==> src/dmarc_regs.svh <==
`ifndef DMARC_REGS_SVH
`define DMARC_REGS_SVH

// Register byte offsets within one channel.
`define DMARC_OFF_MEM_PTR      8'h00
`define DMARC_OFF_PERIPH       8'h04
`define DMARC_OFF_REMAIN       8'h08
`define DMARC_OFF_PTR_RELOAD   8'h0C
`define DMARC_OFF_CNT_RELOAD   8'h10
`define DMARC_OFF_COMMAND      8'h14
`define DMARC_OFF_MODE         8'h18
`define DMARC_OFF_STATE        8'h1C
`define DMARC_OFF_IRQ_UNMASK   8'h20
`define DMARC_OFF_IRQ_MASK_OFF 8'h24
`define DMARC_OFF_IRQ_EN_STATE 8'h28
`define DMARC_OFF_IRQ_FLAG     8'h2C

// Command bit positions.
`define DMARC_CMD_ENABLE_BIT   0
`define DMARC_CMD_DISABLE_BIT  1
`define DMARC_CMD_ERRCLR_BIT   8

// Mode field positions.
`define DMARC_MODE_SIZE_LSB    0
`define DMARC_MODE_EVENT_BIT   2
`define DMARC_MODE_RING_BIT    3

// Flag positions in the flag, mask, unmask and mask-off registers.
`define DMARC_FLAG_RELOAD_EMPTY 0
`define DMARC_FLAG_ALL_DONE     1
`define DMARC_FLAG_ERROR        2

// Transfer size codes.
`define DMARC_SIZE_BYTE  2'h0
`define DMARC_SIZE_HALF  2'h1
`define DMARC_SIZE_WORD  2'h2

// Reset values.
`define DMARC_RST_WORD   32'h00000000
`define DMARC_RST_COUNT  16'h0000
`define DMARC_RST_PID    6'h00

`endif

==> src/dmarc_pkg.sv <==
`default_nettype none

package dmarc_pkg;

  // Channel sequencing states.
  typedef enum logic [1:0] {
    DMARC_IDLE = 2'b00,
    DMARC_WAIT = 2'b01,
    DMARC_XFER = 2'b10
  } dmarc_state_e;

  // Item request to the bus master datapath.
  typedef struct packed {
    logic        valid;
    logic [31:0] addr;
    logic [1:0]  size;
    logic [5:0]  pid;
  } dmarc_xfer_s;

  // Software register port request.
  typedef struct packed {
    logic        wr;
    logic        rd;
    logic [7:0]  addr;
    logic [31:0] wdata;
  } dmarc_bus_s;

endpackage

`default_nettype wire

==> src/dmarc_channel.sv <==
// Contract
// - At counter zero with nonzero count reload, copy pointer reload into pointer.
// - At counter zero, reload counter from count reload value when above zero.
// - Zero count reload at counter expiry stops further transfers.
// - Each counter reload clears the count reload register unless ring mode.
// - Ring mode keeps both reload registers after reload so buffer repeats.
// - Command bit 8 clears error flag, allowing transfers; zero bits do nothing.
// - Command bit 1 disables channel transfers.
// - Command bit 0 enables channel transfers.
// - State bit 0 shows enabled; cleared by disable, set by enable.
// - Mode bit 2 picks peripheral request or event-started transfer.
// - Size field: 0 byte, 1 halfword, 2 word; 3 reserved.
// - Unmask register ones set mask bits: 2 error, 1 done, 0 empty.
// - Mask-off register ones clear matching mask bits.
// - Readable mask bit one means that interrupt is enabled.
// - Error flag set after any error since reset or last clear.
// - All-done flag set while counter and count reload are both zero.
// - Reload-empty flag set while count reload register is zero.
// - Memory pointer holds the next location to access during transfer.
//
// Decided for this implementation: the plain strobed port.
`timescale 1ns/1ps
`default_nettype none
`include "dmarc_regs.svh"

module dmarc_channel
  import dmarc_pkg::*;
#(
  parameter int CNT_W = 16,
  parameter int PID_W = 6
) (
  // Clock and reset.
  input  wire logic        core_clk,
  input  wire logic        rst_b,
  // Software register port.
  input  wire dmarc_bus_s  bus_req,
  output logic [31:0]      bus_rdata,
  // Peripheral handshake and event, from other clock-free sources.
  input  wire logic        periph_req,
  input  wire logic        periph_event,
  // Bus master datapath.
  output dmarc_xfer_s      xfer_req,
  input  wire logic        item_done,
  input  wire logic        item_error,
  // Channel interrupt.
  output logic             chan_irq
);

  logic [31:0]      mem_ptr_r;
  logic [31:0]      ptr_reload_r;
  logic [CNT_W-1:0] remain_r;
  logic [CNT_W-1:0] cnt_reload_r;
  logic [PID_W-1:0] pid_r;
  logic [1:0]       size_r;
  logic             event_sel_r;
  logic             ring_r;
  logic             enabled_r;
  logic             err_flag_r;
  logic [2:0]       irq_mask_r;
  logic [2:0]       flags;
  logic             event_seen_r;
  logic [1:0]       req_sync_r;
  logic [1:0]       evt_sync_r;
  logic             wr_cmd;
  logic             expire;
  logic             can_start;
  logic [31:0]      step;
  dmarc_state_e     state_r;
  dmarc_state_e     state_nxt;

  // Pins from peripherals may be asynchronous, so each passes two flops.
  always_ff @(posedge core_clk) begin
    if (!rst_b) begin
      req_sync_r <= 2'h0;
      evt_sync_r <= 2'h0;
    end else begin
      req_sync_r <= {req_sync_r[0], periph_req};
      evt_sync_r <= {evt_sync_r[0], periph_event};
    end
  end

  assign wr_cmd = bus_req.wr && (bus_req.addr == `DMARC_OFF_COMMAND);

  // Counter reaching zero on the last item triggers the reload step.
  assign expire = item_done && (remain_r == CNT_W'(1));

  // Status flags are live views of counters plus the sticky error.
  always_comb begin
    flags = 3'h0;
    flags[`DMARC_FLAG_ERROR]        = err_flag_r;
    flags[`DMARC_FLAG_ALL_DONE]     = (remain_r == '0) &&
                                      (cnt_reload_r == '0);
    flags[`DMARC_FLAG_RELOAD_EMPTY] = (cnt_reload_r == '0);
  end

  // Item width in bytes; the reserved code falls back to a byte step.
  always_comb begin
    case (size_r)
      `DMARC_SIZE_HALF: step = 32'h00000002;
      `DMARC_SIZE_WORD: step = 32'h00000004;
      default:          step = 32'h00000001;
    endcase
  end

  // Start condition: direct request, or a remembered event plus request.
  assign can_start = enabled_r && !err_flag_r && (remain_r != '0) &&
                     req_sync_r[1] &&
                     (!event_sel_r || event_seen_r);

  // Event latch: an event counts if it came before or at the request.
  always_ff @(posedge core_clk) begin
    if (!rst_b) begin
      event_seen_r <= 1'b0;
    end else if (state_r == DMARC_XFER && item_done) begin
      event_seen_r <= evt_sync_r[1];
    end else if (evt_sync_r[1]) begin
      event_seen_r <= 1'b1;
    end
  end

  // Sequencer: one item outstanding at a time so the pointer stays exact.
  always_comb begin
    state_nxt = state_r;
    case (state_r)
      DMARC_IDLE: begin
        if (can_start) begin
          state_nxt = DMARC_XFER;
        end
      end
      DMARC_XFER: begin
        if (item_done || item_error) begin
          state_nxt = DMARC_WAIT;
        end
      end
      DMARC_WAIT: state_nxt = DMARC_IDLE;
      default:    state_nxt = DMARC_IDLE;
    endcase
  end

  always_ff @(posedge core_clk) begin
    if (!rst_b) begin
      state_r <= DMARC_IDLE;
    end else begin
      state_r <= state_nxt;
    end
  end

  // Item request to the datapath straight from flops.
  always_ff @(posedge core_clk) begin
    if (!rst_b) begin
      xfer_req <= '0;
    end else begin
      xfer_req.valid <= (state_nxt == DMARC_XFER);
      xfer_req.addr  <= mem_ptr_r;
      xfer_req.size  <= size_r;
      xfer_req.pid   <= pid_r;
    end
  end

  // Pointer: software write, advance per item, or reload at expiry.
  always_ff @(posedge core_clk) begin
    if (!rst_b) begin
      mem_ptr_r <= `DMARC_RST_WORD;
    end else if (state_r == DMARC_XFER && item_done) begin
      if (expire && cnt_reload_r != '0) begin
        mem_ptr_r <= ptr_reload_r;
      end else begin
        mem_ptr_r <= mem_ptr_r + step;
      end
    end else if (bus_req.wr && bus_req.addr == `DMARC_OFF_MEM_PTR) begin
      mem_ptr_r <= bus_req.wdata;
    end
  end

  // Remaining count: decrement per item, reload from nonzero reload value.
  // A zero reload leaves it at zero, so the channel simply stops.
  always_ff @(posedge core_clk) begin
    if (!rst_b) begin
      remain_r <= `DMARC_RST_COUNT;
    end else if (state_r == DMARC_XFER && item_done) begin
      if (expire && cnt_reload_r != '0) begin
        remain_r <= cnt_reload_r;
      end else begin
        remain_r <= remain_r - CNT_W'(1);
      end
    end else if (bus_req.wr && bus_req.addr == `DMARC_OFF_REMAIN) begin
      remain_r <= bus_req.wdata[CNT_W-1:0];
    end
  end

  // Reload registers; hardware clear wins over a same-cycle software write.
  always_ff @(posedge core_clk) begin
    if (!rst_b) begin
      cnt_reload_r <= `DMARC_RST_COUNT;
      ptr_reload_r <= `DMARC_RST_WORD;
    end else begin
      if (state_r == DMARC_XFER && expire && cnt_reload_r != '0 && !ring_r) begin
        cnt_reload_r <= '0;
      end else if (bus_req.wr && bus_req.addr == `DMARC_OFF_CNT_RELOAD) begin
        cnt_reload_r <= bus_req.wdata[CNT_W-1:0];
      end
      if (bus_req.wr && bus_req.addr == `DMARC_OFF_PTR_RELOAD) begin
        ptr_reload_r <= bus_req.wdata;
      end
    end
  end

  // Mode and peripheral select registers.
  always_ff @(posedge core_clk) begin
    if (!rst_b) begin
      size_r      <= `DMARC_SIZE_BYTE;
      event_sel_r <= 1'b0;
      ring_r      <= 1'b0;
      pid_r       <= `DMARC_RST_PID;
    end else begin
      if (bus_req.wr && bus_req.addr == `DMARC_OFF_MODE) begin
        size_r      <= bus_req.wdata[`DMARC_MODE_SIZE_LSB +: 2];
        event_sel_r <= bus_req.wdata[`DMARC_MODE_EVENT_BIT];
        ring_r      <= bus_req.wdata[`DMARC_MODE_RING_BIT];
      end
      if (bus_req.wr && bus_req.addr == `DMARC_OFF_PERIPH) begin
        pid_r <= bus_req.wdata[PID_W-1:0];
      end
    end
  end

  // Enable state; disable has priority if both bits are written together.
  always_ff @(posedge core_clk) begin
    if (!rst_b) begin
      enabled_r <= 1'b0;
    end else if (wr_cmd && bus_req.wdata[`DMARC_CMD_DISABLE_BIT]) begin
      enabled_r <= 1'b0;
    end else if (wr_cmd && bus_req.wdata[`DMARC_CMD_ENABLE_BIT]) begin
      enabled_r <= 1'b1;
    end
  end

  // Sticky error; a new error in the clear cycle is kept, never lost.
  always_ff @(posedge core_clk) begin
    if (!rst_b) begin
      err_flag_r <= 1'b0;
    end else if (state_r == DMARC_XFER && item_error) begin
      err_flag_r <= 1'b1;
    end else if (wr_cmd && bus_req.wdata[`DMARC_CMD_ERRCLR_BIT]) begin
      err_flag_r <= 1'b0;
    end
  end

  // Mask set by unmask writes, cleared by mask-off writes, per bit.
  genvar gi;
  generate
    for (gi = 0; gi < 3; gi++) begin : g_mask
      always_ff @(posedge core_clk) begin
        if (!rst_b) begin
          irq_mask_r[gi] <= 1'b0;
        end else if (bus_req.wr && bus_req.addr == `DMARC_OFF_IRQ_MASK_OFF &&
                     bus_req.wdata[gi]) begin
          irq_mask_r[gi] <= 1'b0;
        end else if (bus_req.wr && bus_req.addr == `DMARC_OFF_IRQ_UNMASK &&
                     bus_req.wdata[gi]) begin
          irq_mask_r[gi] <= 1'b1;
        end
      end
    end
  endgenerate

  // Interrupt registered so the output comes from a flop.
  always_ff @(posedge core_clk) begin
    if (!rst_b) begin
      chan_irq <= 1'b0;
    end else begin
      chan_irq <= |(flags & irq_mask_r);
    end
  end

  // Read data in the cycle after the strobe; write-only reads as zero.
  always_ff @(posedge core_clk) begin
    if (!rst_b) begin
      bus_rdata <= `DMARC_RST_WORD;
    end else if (bus_req.rd) begin
      case (bus_req.addr)
        `DMARC_OFF_MEM_PTR:      bus_rdata <= mem_ptr_r;
        `DMARC_OFF_PERIPH:       bus_rdata <= 32'(pid_r);
        `DMARC_OFF_REMAIN:       bus_rdata <= 32'(remain_r);
        `DMARC_OFF_PTR_RELOAD:   bus_rdata <= ptr_reload_r;
        `DMARC_OFF_CNT_RELOAD:   bus_rdata <= 32'(cnt_reload_r);
        `DMARC_OFF_MODE:         bus_rdata <= {28'h0000000, ring_r,
                                               event_sel_r, size_r};
        `DMARC_OFF_STATE:        bus_rdata <= {31'h00000000, enabled_r};
        `DMARC_OFF_IRQ_EN_STATE: bus_rdata <= {29'h00000000,
                                               irq_mask_r};
        `DMARC_OFF_IRQ_FLAG:     bus_rdata <= {29'h00000000, flags};
        default:                 bus_rdata <= 32'h00000000;
      endcase
    end else begin
      bus_rdata <= 32'h00000000;
    end
  end

endmodule
`default_nettype wire

==> config.mk <==
export PLATFORM = sky130hd
export DESIGN_NAME = dmarc_channel
export DESIGN_NICKNAME = d
export VERILOG_FILES = /design/src/dmarc_pkg.sv /design/src/dmarc_channel.sv
export VERILOG_INCLUDE_DIRS = /design/src /design/src/src
export SDC_FILE = /design/constraint.sdc
export NUM_CORES = 1
export LEC_CHECK = 0
export BUFFER_PORTS_ARGS = -buffer_cell sky130_fd_sc_hd__clkbuf_2
export CAP_MARGIN = 10
export CORE_MARGIN = 2
export CORE_UTILIZATION = 52
export DETAILED_ROUTE_END_ITERATION = 7
export GPL_TIMING_DRIVEN = 0
export PLACE_DENSITY = 0.76
export SYNTH_ARGS = -nofsm -noshare
export SYNTH_HDL_FRONTEND = slang
export SYNTH_SLANG_ARGS = --single-unit
==> constraint.sdc <==
create_clock -name core_clk -period 2.3 [get_ports core_clk]
set_input_delay 0.575 -clock core_clk [delete_from_list [all_inputs] [get_ports core_clk]]
set_output_delay 0.575 -clock core_clk [all_outputs]
set_load 0.02 [all_outputs]
-- Yosys cells after proc, flatten, opt, wreduce, memory -nomap -nowiden
Cells that the tools add are included.
- register bits after elaboration: 192
- input port bits: 48
- eq/ne operators: 16
- reduce and logical (&&, ||, !) cells: 52
- bitwise logic cells: 2
- muxes and demuxes: 15
- add/sub/neg operators: 2
- operators by type and width (operator ; number):
    one-hot mux 32 bit (9 select lines) ; 1
    two-way mux 32 bit ; 3
    two-way mux 16 bit ; 3
    adder 32 bit ; 1
    == test 8 x 5 -> 1 bit, second input constant ; 4
    == test 8 x 6 -> 1 bit, second input constant ; 4
    zero test 16 bit ; 2
    nonzero test 16 bit ; 2
    logical AND 1 bit ; 30
    == test 16 x 1 -> 1 bit, second input constant ; 1
    == test 8 x 4 -> 1 bit, second input constant ; 2
    subtractor 16 x 1 -> 16 bit, second input constant ; 1
    OR reduction 2 bit ; 5
    == test 8 x 3 -> 1 bit, second input constant ; 1
    zero test 8 bit ; 1
    nonzero test 2 bit ; 4
    == test 2 bit, second input constant ; 3
    one-hot mux 3 bit (2 select lines) ; 1
    two-way mux 1 bit ; 4
    two-way mux 2 bit ; 2
    one-hot mux 2 bit (2 select lines) ; 1
    AND 3 bit ; 1
    zero test 1 bit ; 3
    OR reduction 3 bit ; 1
    other kinds (5) ; 6

-- Longest topological paths before layout
- word-level depth: 8
- depth in mapped cells: 11

-- Least setup slack after synthesis
OpenSTA, ideal clock, no wires.
- path kind: input to register
- start point: input port bus_req[35] in the netlist's numbering
- end point: register remain_r[13]
- library setup time: 0.116 ns
- data arrival time: 2.295 ns
- required time: 2.184 ns
- stages on the path: 8
- path slack: -0.112 ns
- cells stage by stage: clkbuf_1 -> or4b_1 -> nor2_2 -> nand2_1 -> clkbuf_1 -> nand2_1 -> nand3_1 -> o211a_1
- cells in the longest elaborated chain, start to end: 3
- ends and longest elaborated chain (what ; line ; RTL):
    start, declared ; dmarc_channel.sv:36 ; input wire dmarc_bus_s bus_req,
    == test 8 x 4 -> 1 bit ; n/a ;
    logical AND 1 bit (no source line) ; n/a ;
    nonzero test 2 bit (no source line) ; n/a ;
    end signal, assigned ; dmarc_channel.sv:179 ; remain_r <= `DMARC_RST_COUNT;
    end signal, assigned ; dmarc_channel.sv:182 ; remain_r <= cnt_reload_r;
    end signal, assigned ; dmarc_channel.sv:184 ; remain_r <= remain_r - CNT_W'(1);
    end, declared ; dmarc_channel.sv:51 ; logic [CNT_W-1:0] remain_r;
Every way passes these cells.
A chain may end at the register's enable or synchronous reset.

-- Worst setup path after layout
- start point: register size_r[0]
- end point: register mem_ptr_r[24]
- cells in the longest elaborated chain, start to end: 5
- elaborated cells between the ends (all ways): 6
- ends and longest elaborated chain (what ; line ; RTL):
    start, declared ; dmarc_channel.sv:54 ; logic [1:0] size_r;
    start signal, assigned ; dmarc_channel.sv:211 ; size_r <= `DMARC_SIZE_BYTE;
    start signal, assigned ; dmarc_channel.sv:217 ; size_r <= bus_req.wdata[`DMARC_MODE_SIZE_LSB +: 2];
    == test 2 bit / == test 2 x 1 -> 1 bit (equally long branches) ; dmarc_channel.sv:98 ; case (size_r)
    one-hot mux 3 bit (2 select lines) (*) ; dmarc_channel.sv:98 ;
    adder 32 bit (*) ; dmarc_channel.sv:168 ; mem_ptr_r <= mem_ptr_r + step;
    two-way mux 32 bit (*) ; dmarc_channel.sv:165 ; if (expire && cnt_reload_r != '0) begin
    two-way mux 32 bit (*) ; dmarc_channel.sv:164 ; end else if (state_r == DMARC_XFER && item_done) begin
    end signal, assigned ; dmarc_channel.sv:163 ; mem_ptr_r <= `DMARC_RST_WORD;
    end signal, assigned ; dmarc_channel.sv:166 ; mem_ptr_r <= ptr_reload_r;
    end signal, assigned ; dmarc_channel.sv:168 ;
    end, declared ; dmarc_channel.sv:49 ; logic [31:0] mem_ptr_r;
Every way passes the cells marked *; elsewhere a longest branch is shown, timed or not.

==> flow_summary.json <==
{
  "fp.coreArea_sq_um": 16600,
  "h-tree-depth": 4,
  "final_count_of_pins_violating_max_slew": 0,
  "cts_made_buffers": 17,
  "weighted_congestion_reported_at_the_end_of_routability_driven_placement": 0.961,
  "cts.path.max_buffers": 2,
  "cp_max_fo": 3,
  "timing.rr.start": "size_r[0]",
  "synth-seq-cells": 192,
  "timing_hold_violations_final": 0,
  "dr.first_iter.drc_count": 1493,
  "dp_hpwl_mm": 20.6,
  "synthesis.yosys.warnings": 0,
  "crit_top_cell": "ha_4",
  "max_slew_headroom_at_the_worst_pin_pct": 52.4,
  "clock_power_share_pct": 45.0,
  "p_total_uw": 6500,
  "yosys.area.top_type": "dfxtp_1",
  "flow.area_growth_from_synthesis_pct": 24.2,
  "cellPowerDensity_nw_per_um2": 591,
  "wl_per_cell_microns": 20.3,
  "worstHoldPathType": "input port to register",
  "fp.dieArea_sq_um": 18100,
  "timing.hold.worst_path_depth": 2,
  "global_route_wire_length_before_repair_mm": 46.0,
  "grt_use_total_pct": 32.8,
  "power.switching_fraction_pct": 24.1,
  "cts.clk_slew.worst_paths_ns": 0.07,
  "remaining_drc_errors": 10,
  "worst_reg2reg_endpoint": "mem_ptr_r[24]",
  "route.detailed.vias_per_inst": 6.16,
  "netSwitchingPower_uw": 1570,
  "antenna_found_initial": 0,
  "synthTopCellsByArea": "dfxtp_1, nand2_1, a21oi_1",
  "fillers": 1330,
  "async_reset_ff_share_pct": 0,
  "share_of_layout_cells_above_drive_strength_1_pct": 22.3,
  "numPortBuffers": 116,
  "drt_first_pass_iters": 8,
  "p_int_uw": 4930,
  "timing.max_cap.violations": 0,
  "critical_path_required_time_ns": 2.67,
  "synthFlopType": "dfxtp_1",
  "io-pin-count": 122,
  "critical_path.max_stage_delay_ns": 0.40,
  "worst_path_max_delay_cell": "nor4_4",
  "clockRootBuffer": "clkbuf_16",
  "grt_setup_unrepaired": "yes",
  "finClkSkew_ns": 0.00966,
  "violations_in_the_final_reports": "design-rule violations, negative setup slack",
  "mappedNetlistArea_sq_um": 8860,
  "net_count_synth": 1133,
  "vdd_drop_max_uv": 556,
  "antenna_cells_inserted": 0,
  "worst_hold_path_startpoint": "periph_req",
  "report.final.setup_viol": 7,
  "vias_in_the_first_global_route": 8290,
  "grt_max_degree": 19,
  "design.final.nets": 1305,
  "synth.yosys.seq_area_share_pct": 43.4,
  "min_period_over_period_pct": 106,
  "tritoncts_sink_count": 192,
  "synth_edf_count": 0,
  "worstMarginPinSlew_ns": 0.715,
  "post_synth_top_cells": "nand2_1, dfxtp_1, nor2_1",
  "setup_ws_ns": -0.132,
  "path_cells": "inv_2 -> ha_4 -> ha_4 -> fa_2 -> a21oi_4 -> or3_4 -> nor4_4 -> nand4_1 -> xor2_1 -> a21oi_1",
  "yosys.cell_count.top_type": "nand2_1",
  "post-route-util_pct": 66.1,
  "syn_avg_cell_area_sq_um": 8.22,
  "clock_insertion_delay_worst_skew_ns": 0.44,
  "die_w_microns": 135,
  "row_count": 47,
  "synth_cell_types": 64,
  "setup.worst_path.class": "register to register",
  "timing.hold.worst_endpoint": "req_sync_r[0]",
  "worst-r2r-setup-slack_ns": -0.13,
  "worst_setup_path_start_kind": "register",
  "tritoncts_clock_tree": "done",
  "critical_path_arrival_ns": 2.80,
  "total_leakage_power_uw": 0.00441,
  "die_h_microns": 135,
  "post_synth_inst_count": 1077,
  "vias": 9132,
  "global_route_overflow": 0,
  "drt_wl_total_mm": 30.1,
  "pwr-share-comb_pct": 3.8,
  "power_frac_seq_pct": 51.2,
  "hold_buffers": 0,
  "drtAntennaViolNets": 0,
  "final_period_minus_worst_setup_slack_ns": 2.43,
  "endpoint_kind": "register",
  "result_of_the_run": "finished with violations",
  "reg2reg_depth": 10,
  "initial_standard_cell_utilization_of_the_core_pct": 53.2,
  "synth.top_cell.area_share_pct": 43.4,
  "max_frequency_ghz": 0.411
}
[cell usage in the layout (no fill, tap or decap), drive strengths merged, types with 10 or more instances in the layout]
cell type / count
xnor2: 24
nand2: 219
nor2b: 12
a22oi: 24
and3: 10
and2: 49
clkbuf: 192
o211a: 11
o21ai: 22
buf: 57
a211oi: 10
a222oi: 13
nor2: 85
nand4: 13
nand3: 49
a21boi: 37
dfxtp: 192
a31oi: 11
inv: 17
xor2: 10
a21oi: 72
nor4: 17
mux2i: 20
[worst max-delay path: cells and delay by family, from the launching register on]
kind,cells,cell delay [ns]
xor+xnor,1,0.19
flops,1,0.36
buf+inv,1,0.04
fa+ha+maj,3,0.63
simple gates,3,0.93
compound gates,2,0.21
[power groups by stage]
stage	Sequential, uW	Combinational (uW)	Clock [uW]
2_1_floorplan	3410	96.6	0
3_3_place_gp	3410	214	0
3_5_place_dp	3410	215	0
4_1_cts	3330	229	2930
5_1_grt	3330	261	3070
6_report	3330	248	2920
[final cells by class]
cell class / count / area (sq um) / share of cell area, %
well taps: 220 / 275 / 2.50
plain buffers: 74 / 343 / 3.12
multi-input cells: 796 / 5000 / 45.5
inverters: 10 / 37.5 / 0.341
clock inverters: 15 / 149 / 1.35
flip-flops and latches: 192 / 3860 / 35.1
clock buffers: 17 / 425 / 3.87
repair buffers: 158 / 911 / 8.28
[how the worst max path moves through the flow]
stage,from,endpoint,depth (start not counted)
after floorplan,size_r[0],mem_ptr_r[24],11
after global placement,bus_req[36],bus_rdata[4],7
after detailed placement,bus_req[36],bus_rdata[5],7
after CTS,size_r[0],mem_ptr_r[24],10
after global routing,size_r[0],mem_ptr_r[24],10
final,size_r[0],mem_ptr_r[24],10
[stage by stage]
| step | setup TNS, ns | hold WS (ns) | worst slack [ns] | instances | cell area (sq um) |
|---|---|---|---|---|---|
| final | -0.470 | 0.337 | -0.132 | 1482 | 11000 |
| after global routing | -0.780 | 0.343 | -0.173 | 1482 | 11000 |
| after floorplan | 0 | 0.412 | 0.00981 | 1077 | 8880 |
| after CTS | -0.110 | 0.335 | -0.0673 | 1475 | 10800 |
| after detailed placement | -68.65 | 0.418 | -0.739 | 1413 | 9740 |
| after global placement | -69.70 | 0.415 | -0.794 | 1413 | 9740 |
[what timing repair did]
action	CTS	global route
setup endpoints to repair	124	123
gates cloned	2	0
hold endpoints to repair	0	0
buffers inserted	31	10
pin swaps	19	17
resized for setup	56	41
[layer usage]
layer	up-vias	global-route usage (%)	part of all wire [%]
met5	-	0	0
met4	0	16.5	4.5
met3	111	7.58	12
met2	660	51.3	45
met1	4222	42.8	39
li1	4139	-	-
[sequential cells by signal (all words and copies together), names as in the netlist, 2 cells and up]
register      cells
bus_rdata        32
pid_r             6
state_r           2
req_sync_r        2
evt_sync_r        2
cnt_reload_r     16
mem_ptr_r        32
ptr_reload_r     32
irq_mask_r        3
xfer_req         41
remain_r         16
size_r            2
[logic make-up after synthesis]
group / Yosys count / share of synthesized area, %
adders and majority gates: 8 / 1.21
AOI/OAI and AO/OA: 244 / 19.1
DFF: 192 / 43.4
buffers and inverters: 90 / 4.14
muxes: 25 / 2.90
and+or+nand+nor: 484 / 25.9
xor gates and xnor gates: 34 / 3.36
Note: power is estimated with default switching activity, not from simulation.
